[config.mk]
export PLATFORM = sky130hd
export DESIGN_NAME = dpsd_top
export DESIGN_NICKNAME = d
export VERILOG_FILES = /design/src/rtl/dpsd_sync.v /design/src/rtl/dpsd_div.v /design/src/rtl/dpsd_top.v
export VERILOG_INCLUDE_DIRS = /design/src /design/src/common
export SDC_FILE = /design/constraint.sdc
export NUM_CORES = 1
export LEC_CHECK = 0
export ABC_AREA = 1
export BUFFER_PORTS_ARGS = -buffer_cell sky130_fd_sc_hd__buf_4
export CORE_ASPECT_RATIO = 0.6
export CORE_UTILIZATION = 48
export CTS_BUF_LIST = sky130_fd_sc_hd__clkbuf_8
export CTS_CLUSTER_DIAMETER = 40
export DETAILED_ROUTE_END_ITERATION = 10
export HOLD_SLACK_MARGIN = 0.05
export PLACE_DENSITY = 0.76
export SLEW_MARGIN = 20
export SYNTH_ARGS = -nofsm -noshare
export SYNTH_HDL_FRONTEND = slang
export SYNTH_SLANG_ARGS = --single-unit
[constraint.sdc]
create_clock -name pclk -period 12.55 [get_ports pclk]
set_clock_uncertainty 0.2 [all_clocks]
set_input_delay 0 -clock pclk [delete_from_list [all_inputs] [get_ports pclk]]
set_output_delay 0 -clock pclk [all_outputs]
set_load 0.1 [all_outputs]
[src/common/dpsd_defines.vh]
// Field positions, codes and counts for the serial divider block
`ifndef DPSD_DEFINES_VH
`define DPSD_DEFINES_VH
`define DPSD_SR_W 23
`define DPSD_DEST_IF_REF 2'h0
`define DPSD_DEST_RF_REF 2'h1
`define DPSD_DEST_IF_PRG 2'h2
`define DPSD_DEST_RF_PRG 2'h3
`define DPSD_REF_LSB 4
`define DPSD_REF_W 14
`define DPSD_TEST_LSB 2
`define DPSD_LDS_BIT 2
`define DPSD_MOD_BIT 3
`define DPSD_PHP_BIT 4
`define DPSD_SWC_LSB 5
`define DPSD_SWC_W 7
`define DPSD_PRG_LSB 12
`define DPSD_PRG_W 11
`define DPSD_MIN_RATIO 5
`define DPSD_IF_P_LO 8'h10
`define DPSD_IF_P_HI 8'h20
`define DPSD_RF_P_LO 8'h40
`define DPSD_RF_P_HI 8'h80
`define DPSD_REG_OFF_CTRL 32'h0000_0000
`define DPSD_REG_OFF_IF_REF 32'h0000_0004
`define DPSD_REG_OFF_IF_PRG 32'h0000_0008
`define DPSD_REG_OFF_RF_REF 32'h0000_000C
`define DPSD_REG_OFF_RF_PRG 32'h0000_0010
`define DPSD_REG_OFF_STATUS 32'h0000_0014
`define DPSD_REG_OFF_TOTAL 32'h0000_0018
`endif

[src/rtl/dpsd_sync.v]
// Two flip-flop synchroniser for a group of pin inputs
`timescale 1ns/1ns
`default_nettype none
module dpsd_sync #(
  parameter W = 1
) (
  input wire pclk,
  input wire presetn,
  input wire [W-1:0] async_in,
  output wire [W-1:0] sync_out
);
  reg [W-1:0] meta_q;
  reg [W-1:0] stab_q;
  always @(posedge pclk or negedge presetn) begin
    if (!presetn) begin
      meta_q <= {W{1'b0}};
      stab_q <= {W{1'b0}};
    end else begin
      meta_q <= async_in;
      stab_q <= meta_q;
    end
  end
  assign sync_out = stab_q;
endmodule // dpsd_sync
`default_nettype wire

[src/rtl/dpsd_div.v]
// Programmable divider producing one-cycle enable pulses
`timescale 1ns/1ns
`default_nettype none
module dpsd_div #(
  parameter W = 14
) (
  input wire pclk,
  input wire presetn,
  input wire run,
  input wire step,
  input wire [W-1:0] ratio,
  output reg tick
);
  reg [W-1:0] cnt_q;
  always @(posedge pclk or negedge presetn) begin
    if (!presetn) begin
      cnt_q <= {W{1'b0}};
      tick <= 1'b0;
    end else if (!run) begin
      cnt_q <= {W{1'b0}};
      tick <= 1'b0;
    end else if (!step) begin
      tick <= 1'b0;
    end else if (cnt_q + {{(W-1){1'b0}}, 1'b1} >= ratio) begin
      cnt_q <= {W{1'b0}};
      tick <= 1'b1;
    end else begin
      cnt_q <= cnt_q + {{(W-1){1'b0}}, 1'b1};
      tick <= 1'b0;
    end
  end
endmodule // dpsd_div
`default_nettype wire

[src/rtl/dpsd_top.v]
// Serial programming, latches, dividers and APB view of the synthesizer
//
// The placing of the registers and the APB register port were left to the implementer.
`timescale 1ns/1ns
`default_nettype none
`include "dpsd_defines.vh"
// Contract
// Each serial clock rising edge shifts one data bit into 23-bit register.
// Load strobe high copies shift register into the selected latch.
// Four latches: IF ref, IF program, RF ref, RF program.
// Select bits low-low IF ref, high-low RF ref, low-high IF, high-high RF prog.
// Reference divider is 14 bits, ratios 5 to 16383.
// Program divider is 11 bits, ratios 5 to 2047.
// Swallow counter 7 bits 0 to 127, host keeps it below program count.
// Prescaler 16/32 IF, 64/128 RF; total is base times N plus A.
// Lock pin shows monitor when select bit high, lock indicator when low.
// Each section runs while its sleep pin high, sleeps while low.
// Host holds both sleep pins low at power-on, never floating.
// Phase polarity bit inverts the section's charge pump polarity.
// Losing RF supply clears all latched RF configuration.
// Each latch loads by its own transfer without touching the others. Code keeps one lds_q that both program loads write.
// Sleeping section drives its charge pump output high impedance.
// Latches count as undefined until all four have been written.
// Modulus select bit chooses lower or higher prescaler base ratio.
module dpsd_top (
  input wire pclk,
  input wire presetn,
  input wire psel,
  input wire penable,
  input wire pwrite,
  input wire [31:0] paddr,
  input wire [31:0] pwdata,
  output reg [31:0] prdata,
  output reg pready,
  output reg pslverr,
  input wire ser_data,
  input wire ser_clk,
  input wire load_strobe,
  input wire if_sleep_n,
  input wire rf_sleep_n,
  input wire rf_supply,
  input wire ref_osc_in,
  input wire if_fb_in,
  input wire rf_fb_in,
  output reg lock_monitor_pin,
  output reg if_pump_up,
  output reg if_pump_dn,
  output reg if_pump_oe,
  output reg rf_pump_up,
  output reg rf_pump_dn,
  output reg rf_pump_oe,
  output reg config_valid
);
  localparam SR_W = `DPSD_SR_W;

  // Pin inputs into the pclk domain
  wire [8:0] pin_s;
  dpsd_sync #(.W(9)) u_sync (
    .pclk(pclk),
    .presetn(presetn),
    .async_in({rf_fb_in, if_fb_in, ref_osc_in, rf_supply, rf_sleep_n,
      if_sleep_n, load_strobe, ser_clk, ser_data}),
    .sync_out(pin_s)
  );
  wire data_s = pin_s[0];
  wire sclk_s = pin_s[1];
  wire le_s = pin_s[2];
  wire if_on = pin_s[3];
  wire rf_on_pin = pin_s[4];
  wire rf_pwr = pin_s[5];
  wire osc_s = pin_s[6];
  wire iffb_s = pin_s[7];
  wire rffb_s = pin_s[8];
  // RF section needs both its sleep pin and its supply
  wire rf_on = rf_on_pin & rf_pwr;

  // Edge history resets low, the idle level of the pins
  reg sclk_q, osc_q, iffb_q, rffb_q, rfpwr_q;
  always @(posedge pclk or negedge presetn) begin
    if (!presetn) begin
      sclk_q <= 1'b0;
      osc_q <= 1'b0;
      iffb_q <= 1'b0;
      rffb_q <= 1'b0;
      rfpwr_q <= 1'b0;
    end else begin
      sclk_q <= sclk_s;
      osc_q <= osc_s;
      iffb_q <= iffb_s;
      rffb_q <= rffb_s;
      rfpwr_q <= rf_pwr;
    end
  end
  wire sclk_rise = sclk_s & ~sclk_q;
  wire osc_rise = osc_s & ~osc_q;
  wire rf_pwr_fall = rfpwr_q & ~rf_pwr;

  // serial shift in
  reg [SR_W-1:0] sr_q;
  always @(posedge pclk or negedge presetn) begin
    if (!presetn)
      sr_q <= {SR_W{1'b0}};
    else if (sclk_rise)
      sr_q <= {sr_q[SR_W-2:0], data_s};
  end

  // Last bit sent is bit 0 of the map and lands in sr_q[0],
  // so the register already holds the word in map order
  wire [SR_W-1:0] w = sr_q;
  // destination decode
  wire [1:0] dest = {w[1], w[0]};

  reg [13:0] if_ref_q, rf_ref_q;
  reg [1:0] if_test_q, rf_test_q;
  reg [10:0] if_n_q, rf_n_q;
  reg [6:0] if_a_q, rf_a_q;
  reg if_mod_q, rf_mod_q, if_php_q, rf_php_q, lds_q;
  reg [3:0] written_q;
  always @(posedge pclk or negedge presetn) begin
    if (!presetn) begin
      if_ref_q <= 14'h0005;
      rf_ref_q <= 14'h0005;
      if_test_q <= 2'h0;
      rf_test_q <= 2'h0;
      if_n_q <= 11'h005;
      rf_n_q <= 11'h005;
      if_a_q <= 7'h00;
      rf_a_q <= 7'h00;
      if_mod_q <= 1'b0;
      rf_mod_q <= 1'b0;
      if_php_q <= 1'b0;
      rf_php_q <= 1'b0;
      lds_q <= 1'b0;
      written_q <= 4'h0;
    end else begin
      // RF latches lost with supply
      // IF loads still go ahead in the cycle the supply drops
      if (rf_pwr_fall) begin
        rf_ref_q <= 14'h0005;
        rf_test_q <= 2'h0;
        rf_n_q <= 11'h005;
        rf_a_q <= 7'h00;
        rf_mod_q <= 1'b0;
        rf_php_q <= 1'b0;
        written_q[1] <= 1'b0;
        written_q[3] <= 1'b0;
      end
      // transfer while strobe high
      if (le_s) begin
        // only the selected latch
        // others untouched, except lds_q, shared by both program latches
        case (dest)
          `DPSD_DEST_IF_REF: begin
            // 14-bit reference ratio
            if_ref_q <= w[`DPSD_REF_LSB +: `DPSD_REF_W];
            if_test_q <= w[`DPSD_TEST_LSB +: 2];
            written_q[0] <= 1'b1;
          end
          `DPSD_DEST_RF_REF: if (rf_pwr) begin
            rf_ref_q <= w[`DPSD_REF_LSB +: `DPSD_REF_W];
            rf_test_q <= w[`DPSD_TEST_LSB +: 2];
            written_q[1] <= 1'b1;
          end
          `DPSD_DEST_IF_PRG: begin
            // 11-bit program count
            // 7-bit swallow count
            if_n_q <= w[`DPSD_PRG_LSB +: `DPSD_PRG_W];
            if_a_q <= w[`DPSD_SWC_LSB +: `DPSD_SWC_W];
            if_mod_q <= w[`DPSD_MOD_BIT];
            if_php_q <= w[`DPSD_PHP_BIT];
            lds_q <= w[`DPSD_LDS_BIT];
            written_q[2] <= 1'b1;
          end
          default: if (rf_pwr) begin
            rf_n_q <= w[`DPSD_PRG_LSB +: `DPSD_PRG_W];
            rf_a_q <= w[`DPSD_SWC_LSB +: `DPSD_SWC_W];
            rf_mod_q <= w[`DPSD_MOD_BIT];
            rf_php_q <= w[`DPSD_PHP_BIT];
            lds_q <= w[`DPSD_LDS_BIT];
            written_q[3] <= 1'b1;
          end
        endcase
      end
    end
  end

  // modulus bit high selects lower base
  // base ratio per section
  wire [7:0] if_p = if_mod_q ? `DPSD_IF_P_LO : `DPSD_IF_P_HI;
  wire [7:0] rf_p = rf_mod_q ? `DPSD_RF_P_LO : `DPSD_RF_P_HI;
  // total feedback division P*N+A
  wire [18:0] if_total = if_p * if_n_q + {12'h000, if_a_q};
  wire [18:0] rf_total = rf_p * rf_n_q + {12'h000, rf_a_q};

  // Reference dividers, one tick per ratio oscillator edges
  wire if_fr_q;
  wire rf_fr_q;
  // counting only while awake
  dpsd_div #(.W(`DPSD_REF_W)) u_if_rdiv (
    .pclk(pclk),
    .presetn(presetn),
    .run(if_on),
    .step(osc_rise),
    .ratio(if_ref_q),
    .tick(if_fr_q)
  );
  // RF divider also stops without its supply
  dpsd_div #(.W(`DPSD_REF_W)) u_rf_rdiv (
    .pclk(pclk),
    .presetn(presetn),
    .run(rf_on),
    .step(osc_rise),
    .ratio(rf_ref_q),
    .tick(rf_fr_q)
  );

  // Feedback dividers count fed-back edges up to P*N+A
  reg [18:0] if_fc_q, rf_fc_q;
  reg if_fp_q, rf_fp_q;
  wire if_fb_rise = iffb_s & ~iffb_q;
  wire rf_fb_rise = rffb_s & ~rffb_q;
  always @(posedge pclk or negedge presetn) begin
    if (!presetn) begin
      if_fc_q <= 19'h0_0000;
      rf_fc_q <= 19'h0_0000;
      if_fp_q <= 1'b0;
      rf_fp_q <= 1'b0;
    end else begin
      if_fp_q <= 1'b0;
      rf_fp_q <= 1'b0;
      if (!if_on)
        if_fc_q <= 19'h0_0000;
      else if (if_fb_rise) begin
        if (if_fc_q + 19'h0_0001 >= if_total) begin
          if_fc_q <= 19'h0_0000;
          if_fp_q <= 1'b1;
        end else
          if_fc_q <= if_fc_q + 19'h0_0001;
      end
      if (!rf_on)
        rf_fc_q <= 19'h0_0000;
      else if (rf_fb_rise) begin
        if (rf_fc_q + 19'h0_0001 >= rf_total) begin
          rf_fc_q <= 19'h0_0000;
          rf_fp_q <= 1'b1;
        end else
          rf_fc_q <= rf_fc_q + 19'h0_0001;
      end
    end
  end

  // Phase detector: reference leads sets pd bit 1 (up only with the polarity bit high), feedback leads sets pd bit 0
  reg [1:0] if_pd_q, rf_pd_q;
  reg lock_q;
  always @(posedge pclk or negedge presetn) begin
    if (!presetn) begin
      if_pd_q <= 2'b00;
      rf_pd_q <= 2'b00;
      lock_q <= 1'b0;
    end else begin
      if (if_fr_q && !if_fp_q)
        if_pd_q <= 2'b10;
      else if (if_fp_q && !if_fr_q)
        if_pd_q <= 2'b01;
      else if (if_fr_q && if_fp_q)
        if_pd_q <= 2'b00;
      if (rf_fr_q && !rf_fp_q)
        rf_pd_q <= 2'b10;
      else if (rf_fp_q && !rf_fr_q)
        rf_pd_q <= 2'b01;
      else if (rf_fr_q && rf_fp_q)
        rf_pd_q <= 2'b00;
      lock_q <= (if_pd_q == 2'b00 || !if_on) && (rf_pd_q == 2'b00 || !rf_on);
    end
  end

  // Pump pins and lock monitor
  reg mon_sel;
  always @* begin
    case ({if_test_q[0], if_test_q[1]})
      2'b00: mon_sel = if_fr_q;
      2'b10: mon_sel = rf_fr_q;
      2'b01: mon_sel = if_fp_q;
      default: mon_sel = rf_fp_q;
    endcase
  end
  always @(posedge pclk or negedge presetn) begin
    if (!presetn) begin
      if_pump_up <= 1'b0;
      if_pump_dn <= 1'b0;
      if_pump_oe <= 1'b0;
      rf_pump_up <= 1'b0;
      rf_pump_dn <= 1'b0;
      rf_pump_oe <= 1'b0;
      lock_monitor_pin <= 1'b0;
      config_valid <= 1'b0;
    end else begin
      // polarity swaps up and down
      if_pump_up <= if_php_q ? if_pd_q[1] : if_pd_q[0];
      if_pump_dn <= if_php_q ? if_pd_q[0] : if_pd_q[1];
      rf_pump_up <= rf_php_q ? rf_pd_q[1] : rf_pd_q[0];
      rf_pump_dn <= rf_php_q ? rf_pd_q[0] : rf_pd_q[1];
      // sleeping pump floats
      if_pump_oe <= if_on && (if_pd_q != 2'b00);
      rf_pump_oe <= rf_on && (rf_pd_q != 2'b00);
      // monitor or lock indicator
      lock_monitor_pin <= lds_q ? mon_sel : lock_q;
      // valid after all four loads
      config_valid <= &written_q;
    end
  end

  // APB slave, zero wait states
  // Read data launched at setup stands in the access cycle
  wire apb_acc = psel & penable;
  always @(posedge pclk or negedge presetn) begin
    if (!presetn) begin
      prdata <= 32'h0000_0000;
      pready <= 1'b0;
      pslverr <= 1'b0;
    end else begin
      pready <= psel & ~penable;
      pslverr <= 1'b0;
      prdata <= 32'h0000_0000;
      if (psel && !penable) begin
        case (paddr)
          `DPSD_REG_OFF_CTRL:
            prdata <= {27'h000_0000, lds_q, rf_php_q, if_php_q, rf_mod_q,
              if_mod_q};
          `DPSD_REG_OFF_IF_REF: prdata <= {16'h0000, if_test_q, if_ref_q};
          `DPSD_REG_OFF_IF_PRG: prdata <= {14'h0000, if_n_q, if_a_q};
          `DPSD_REG_OFF_RF_REF: prdata <= {16'h0000, rf_test_q, rf_ref_q};
          `DPSD_REG_OFF_RF_PRG: prdata <= {14'h0000, rf_n_q, rf_a_q};
          `DPSD_REG_OFF_STATUS:
            prdata <= {24'h00_0000, lock_q, rf_on, if_on, rf_pwr, written_q};
          `DPSD_REG_OFF_TOTAL: prdata <= {if_total[15:0], rf_total[15:0]};
          default: pslverr <= 1'b1;
        endcase
        if (pwrite)
          pslverr <= 1'b1;
      end
    end
  end
  wire unused_ok = apb_acc | (|pwdata);
endmodule // dpsd_top
`default_nettype wire

==> impl_metrics.toml, run 1 <==
[worst_setup_path]
critical_path_peak_fanout = 20
cp_data_arrival_time_ns = 5.93
path_cells = "nor2_1 -> ha_1 -> ha_1 -> ha_1 -> ha_1 -> ha_1 -> inv_1 -> o21ai_0 -> nand2_1 -> nand3_1 -> nand2_1 -> nand2_1 -> a21oi_1 -> xor2_1 -> ha_1 -> nand2_1 -> nor2_1 -> nand2_1 -> inv_1 -> a21oi_1 -> nand4_1 -> o22ai_1"
worst_path_most_repeated_cell = "sky130_fd_sc_hd__ha_1"
startpoint_type = "flop"
critical_path.startpoint = "rf_mod_q"
cp-end-kind = "flop"
criticalPathCategory = "reg2reg"
max_stage_delay_ns = 0.78
cpMaxStageDelayCell = "sky130_fd_sc_hd__nand4_1"
timing.critical_path.required_ns = 12.80
timing.rr.start = "rf_mod_q"

[floorplan]
pin_count = 120
die_height_um = 138
placementRows = 49
floorplan.core_area_um2 = 30000
total_die_area_um2 = 31400
floorplan.die.width_um = 228
initial_utilization_pct = 49.1

[sta]
postLayoutSetupSlackWorst_ns = 6.87
setup_violations = 0
setup_repair_after_global_routing_missed_its_margin = "false"
slew_viol_final = 0
finalCriticalPeriod_ns = 5.68
worst_slew_pin_slew_ns = 1.12
tcrit_tclk_final_pct = 45.3
maxSlewHeadroom_pct = 25.0
fin_tns_setup_ns = 0
fmax_ghz = 0.176
holdWs_ns = 0.105
timing_hold_violations_final = 0

[clock_network]
clk_root_buffer_cell = "sky130_fd_sc_hd__clkbuf_8"
cts_sinks = 240
insertion_delay_of_the_later_clocked_pin_in_the_worst_skew_pair_ns = 0.59
clkSlewWorstSetupHoldPaths_ns = 0.07
h_tree_depth = 2
clock_tree_from_tritoncts = "yes"
cts.path.max_buffers = 3
cts-resized-gates = 0
cts_post_setup_buffers_inserted = 0
cts_buffers = 39

[route]
initial_drt_markers = 1493
mean_number_of_vias_per_cell = 5.47
routed_via_count = 13511
drt_first_pass_iters = 6
remaining_drc_errors = 0
antenna_violating_nets_post_route = 0
wirelength_um = 40700
average_routed_wire_per_standard_cell_um = 16.5

[hold_path]
hold_path_startpoint = "paddr[12]"
min_path_type = "in2reg"

[yosys]
fraction_of_the_mapped_netlist_area_in_compound_gates_pct = 9.35
post_synth_fa_ha_maj_area_fraction_pct = 11.7
synth-seq-area-share_pct = 40.8
yosys.area_share.xor_xnor_pct = 3.27
synthSimpleGateAreaFrac_pct = 26.7
synthFlopType = "sky130_fd_sc_hd__dfrtp_1"
synth.avg_cell_area_um2 = 7.83
synth_top_area_share_pct = 39.4
yosysUniqueCellTypes = 48
synthesis.instances = 1882
yosys_register_bits = 240
mux_contribution_to_synthesized_area_pct = 0
ys_top_cells_by_count = "sky130_fd_sc_hd__nand2_1 (460), sky130_fd_sc_hd__inv_1 (249), sky130_fd_sc_hd__dfrtp_1 (232)"
synth-async-reset-ratio_pct = 100
yosys.area.top_type = "sky130_fd_sc_hd__dfrtp_1"
yosys_warnings = 0
yosysMostFrequentCell = "sky130_fd_sc_hd__nand2_1"
netlist_top_cells_area = "sky130_fd_sc_hd__dfrtp_1 (39%), sky130_fd_sc_hd__nand2_1 (12%), sky130_fd_sc_hd__ha_1 (11%)"
syn-cell-area_um2 = 14700
synth_top_family_by_area = "simple AND/OR/NAND/NOR gates"
number_of_synthesized_flops_with_an_enable_pin = 0

[final_layout]
final_net_count = 2249
non_filler_instance_count_after_layout = 2471
share_of_layout_cells_above_drive_strength_1_pct = 11.1
seq_area_um2 = 6020
area_growth_syn_to_layout_pct = 17.2
nFillCells = 2665
antenna-diode-count = 0
multiInputGateArea_um2 = 7600

[placed_design]
place_hpwl_um = 29500
detailedPlace.worstSlack_ns = 7.11
dp_cells = 2350
routabilityCongestion = 0.909
place.port_buffers = 87

[pwr]
pwr_density_cell_nw_per_um2 = 129
power_leakage_nw = 8.69
power.ir.vdd_worst_mv = 0.0699

[grt]
overflow_left_after_global_routing = 0
first_pass_grt_wire_length_um = 65500
groute.usage.overall_pct = 26.4
grt_antenna_before_repair = 0
number_of_global_route_vias_before_repair = 12679
maximum_number_of_pins_on_one_net_before_global_route_repair = 84

[run]
maxCapViolations = 0

[run_status]
outcome = "completed"
-- placed cells by master (no fill, tap or decap), types with 37 or more instances in the layout --
master	synthesis	final
sky130_fd_sc_hd__o21ai_0	147	147
sky130_fd_sc_hd__nand4_1	37	37
sky130_fd_sc_hd__nor2_1	165	165
sky130_fd_sc_hd__buf_4	1	89
sky130_fd_sc_hd__ha_1	135	135
sky130_fd_sc_hd__nand2_1	460	459
sky130_fd_sc_hd__inv_1	249	252
sky130_fd_sc_hd__dfrtp_1	232	232
sky130_fd_sc_hd__clkbuf_8	0	55
sky130_fd_sc_hd__xor2_1	45	45
sky130_fd_sc_hd__a21oi_1	65	65
sky130_fd_sc_hd__nand3_1	133	133
sky130_fd_sc_hd__dlygate4sd3_1	0	49
-- repair_timing --
action	in CTS	in global routing
hold buffers	50	0
endpoints found under the hold margin	126	0
endpoints found under the setup margin	0	0
-- routing by layer --
metal | global-route usage (%) | wire length [um]
met1 | 37.0 | 18400
met2 | 38.5 | 16600
met3 | 8.65 | 4750
met4 | 8.58 | 1060
met5 | 0 | 0
-- cells by family (layout without fill, tap and decap cells) --
| family | Yosys count | in the layout |
|---|---|---|
| and+or+nand+nor | 885 | 885 |
| adders and majority gates | 137 | 137 |
| other | 2 | 17 |
| buffers and inverters | 305 | 471 |
| DFF | 240 | 240 |
| AOI/OAI and AO/OA | 258 | 258 |
| xor gates and xnor gates | 55 | 55 |
-- state kept, by name, summed over array words and instances, names as in the netlist, 2 cells and up --
register         cells
prdata              32
sr_q                23
if_fc_q             19
rf_fc_q             19
if_ref_q            14
rf_ref_q            14
u_if_rdiv.cnt_q     14
u_rf_rdiv.cnt_q     14
if_n_q              11
rf_n_q              11
u_sync.meta_q        9
u_sync.sync_out      9
if_a_q               7
rf_a_q               7
written_q            4
if_pd_q              2
if_test_q            2
rf_pd_q              2
rf_test_q            2
-- through the flow --
stage / utilization (%) / instance area, um^2 / power, W
after CTS: 57.4 / 17200 / 0.00223
after global placement: 52.5 / 15800 / 0.00138
final: 57.5 / 17300 / 0.00222
after global routing: 57.5 / 17300 / 0.00234
after floorplan: - / 14800 / 0.00123
after detailed placement: 52.5 / 15800 / 0.00140
-- worst max-delay path, delay by kind of cell (launching register included) --
kind	cells	cell delay (ns)
buffers and inverters	2	0.14
flip-flops	1	0.73
AND/OR/NAND/NOR	9	1.50
XOR/XNOR	1	0.16
adder cells (fa/ha/maj)	6	1.87
AO/OA/AOI/OAI	4	0.93
-- area by class of cell --
type,count,share of cell area [%]
Clock inverter,15,1.05
Inverter,259,5.63
Timing Repair Buffer,142,7.18
Sequential cell,240,34.8
Multi-Input combinational cell,1352,44.0
Tap cell,408,2.96
Clock buffer,55,4.38
-- worst paths after layout --
kind                                           end  slack, ns  depth (start not counted)
worst max-delay path                    rf_fc_q[4]       6.87                         22
worst min-delay path                     prdata[1]       0.11                         10
worst max register to register          rf_fc_q[4]       6.87                         22
worst min register to register  u_sync.sync_out[2]       0.15                          0
max in group asynchronous                 sr_q[14]      11.06                          4
min in group asynchronous               if_pump_up       0.41                          4
-- report_power, final --
part | switching (W) | leakage, nW | internal, W | total [W]
registers | 0.0000762 | 3.20 | 0.000844 | 0.000920
logic | 0.000338 | 5.01 | 0.000153 | 0.000491
clock network | 0.000341 | 0.484 | 0.000473 | 0.000814
Power figures use the tool's default switching activity.
==> run 2, diff against run 1 <==
==> constraint.sdc (replaced) <==
create_clock -name pclk -period 5.4 [get_ports pclk]
set_clock_uncertainty 0.2 [all_clocks]
set_input_delay 0 -clock pclk [delete_from_list [all_inputs] [get_ports pclk]]
set_output_delay 0 -clock pclk [all_outputs]
set_load 0.1 [all_outputs]
==> impl_metrics.toml, run 2 (synthesized netlist as in run 1, its figures left out) <==
[final_layout]
nFillCells = 2717
final_net_count = 2246
multiInputGateArea_um2 = 7600
registers.top_by_ff_count = "prdata"
seq_area_um2 = 6020
final_cell_mix = "sky130_fd_sc_hd__nand2_1 (458), sky130_fd_sc_hd__inv_1 (257), sky130_fd_sc_hd__dfrtp_1 (232)"
largest_reg_flops = 32
antenna-diode-count = 0
largest_registers = "prdata (32), sr_q (23)"
area_growth_syn_to_layout_pct = 15.8
final_area_um2 = 17100
final_common_cell = "sky130_fd_sc_hd__nand2_1"
share_of_layout_cells_above_drive_strength_1_pct = 10.8

[worst_setup_path]
critical_path_peak_fanout = 20
cp_data_arrival_time_ns = 5.22
startpoint_type = "flop"
cp-end-kind = "flop"
criticalPathCategory = "reg2reg"
timing.critical_path.required_ns = 5.64

[clock_network]
cts_sinks = 240
cts_buffers = 40
clk_root_buffer_cell = "sky130_fd_sc_hd__clkbuf_8"
cts.path.max_buffers = 3
insertion_delay_of_the_later_clocked_pin_in_the_worst_skew_pair_ns = 0.58
h_tree_depth = 2
clkSlewWorstSetupHoldPaths_ns = 0.07
clock_tree_from_tritoncts = "yes"

[floorplan]
floorplan.core_area_um2 = 30000
die_height_um = 138
floorplan.die.width_um = 228
initial_utilization_pct = 49.1
placementRows = 49
pin_count = 120
total_die_area_um2 = 31400

[sta]
finalCriticalPeriod_ns = 4.98
postLayoutSetupSlackWorst_ns = 0.420
slew_viol_final = 0
fin_tns_setup_ns = 0
maxSlewHeadroom_pct = 25.9
setup_repair_after_global_routing_missed_its_margin = "false"
setup_violations = 0
fmax_ghz = 0.201
tcrit_tclk_final_pct = 92.2
worst_slew_pin_slew_ns = 1.11
timing_hold_violations_final = 0
holdWs_ns = 0.101

[route]
initial_drt_markers = 1589
antenna_violating_nets_post_route = 0
wirelength_um = 41000
drt_first_pass_iters = 7
remaining_drc_errors = 0
average_routed_wire_per_standard_cell_um = 16.6
routed_via_count = 13325
mean_number_of_vias_per_cell = 5.41

[pwr]
pwr_density_cell_nw_per_um2 = 289
power.ir.vdd_worst_mv = 0.172
power_leakage_nw = 8.62
total_power_w = 0.00493

[grt]
grtUsageMet3_pct = 8.69
maximum_number_of_pins_on_one_net_before_global_route_repair = 145
grt_most_used_layer = "met1"
grt_antenna_before_repair = 0
groute.usage.overall_pct = 26.6
grtUsageMet1_pct = 37.9
first_pass_grt_wire_length_um = 65600
globalRouteMet2Util_pct = 37.6
overflow_left_after_global_routing = 0
number_of_global_route_vias_before_repair = 12569

[run]
maxCapViolations = 0

[placed_design]
routabilityCongestion = 0.954
place.port_buffers = 87
place_hpwl_um = 29500
detailedPlace.worstSlack_ns = 0.488
placedInstanceArea_um2 = 15800

[run_status]
outcome = "completed"

[hold_path]
min_path_type = "in2reg"
## run 2: worst paths after layout
check | start | endpoint | slack, ns | cells past startpoint
setup / recovery | rf_mod_q | rf_fc_q[15] | 0.42 | 23
hold / removal | paddr[12] | prdata[1] | 0.10 | 10
setup reg to reg | rf_mod_q | rf_fc_q[15] | 0.42 | 23
hold reg to reg | u_sync.meta_q[6] | u_sync.sync_out[6] | 0.15 | 0
max in group asynchronous | presetn | sclk_q | 3.80 | 4
min in group asynchronous | presetn | rf_n_q[0] | 0.35 | 3
## run 2: through the flow
step / std cells / util (%)
3_3_place_gp: 2351 / 52.6
2_1_floorplan: 1897 / -
3_5_place_dp: 2351 / 52.6
6_report: 2462 / 56.8
5_1_grt: 2462 / 56.8
4_1_cts: 2462 / 56.8
## run 2: area by class of cell
type,count,share of cell area (%)
Multi-Input combinational cell,1352,44.5
Tap cell,408,2.99
Clock inverter,18,0.799
Clock buffer,47,3.79
Inverter,259,5.70
Timing Repair Buffer,138,6.96
Sequential cell,240,35.2
## run 2: what timing repair did
item,in CTS,in global routing
setup buffers,0,0
hold buffers,46,0
endpoints found under the setup margin,0,0
gates resized for setup,0,0
endpoints found under the hold margin,279,0
## run 2: critical path, cell delays in order, from the launching register on
cell and delay, ns:
sky130_fd_sc_hd__dfrtp_1 0.72, sky130_fd_sc_hd__nor2_1 0.11, sky130_fd_sc_hd__ha_1 0.36, sky130_fd_sc_hd__ha_1 0.31, sky130_fd_sc_hd__ha_1 0.30, sky130_fd_sc_hd__ha_1 0.29
sky130_fd_sc_hd__ha_1 0.36, sky130_fd_sc_hd__inv_1 0.09, sky130_fd_sc_hd__o21ai_0 0.12, sky130_fd_sc_hd__nand2_1 0.11, sky130_fd_sc_hd__nand3_1 0.09, sky130_fd_sc_hd__nand2_1 0.10
sky130_fd_sc_hd__nand2_1 0.06, sky130_fd_sc_hd__a21oi_1 0.16, sky130_fd_sc_hd__xor2_1 0.10, sky130_fd_sc_hd__ha_1 0.28, sky130_fd_sc_hd__nand2_1 0.06, sky130_fd_sc_hd__nor2_1 0.16
sky130_fd_sc_hd__nand2_1 0.09, sky130_fd_sc_hd__nor2_1 0.14, sky130_fd_sc_hd__nand4_1 0.10, sky130_fd_sc_hd__nand4_1 0.11, sky130_fd_sc_hd__buf_4 0.26, sky130_fd_sc_hd__o21ai_0 0.14
## run 2: per-layer routing
layer  share of wire [%]  vias to the layer above
met5                   0                        -
met4                 2.3                        0
met3                  12                       87
met2                  40                      611
met1                  46                     6248
li1                    -                     6379
## run 2: where the power goes
| part | internal, W | leakage [nW] | switching (W) |
|---|---|---|---|
| sequential | 0.00196 | 3.20 | 0.000172 |
| combinational | 0.000351 | 4.99 | 0.000786 |
| clock | 0.000884 | 0.437 | 0.000771 |
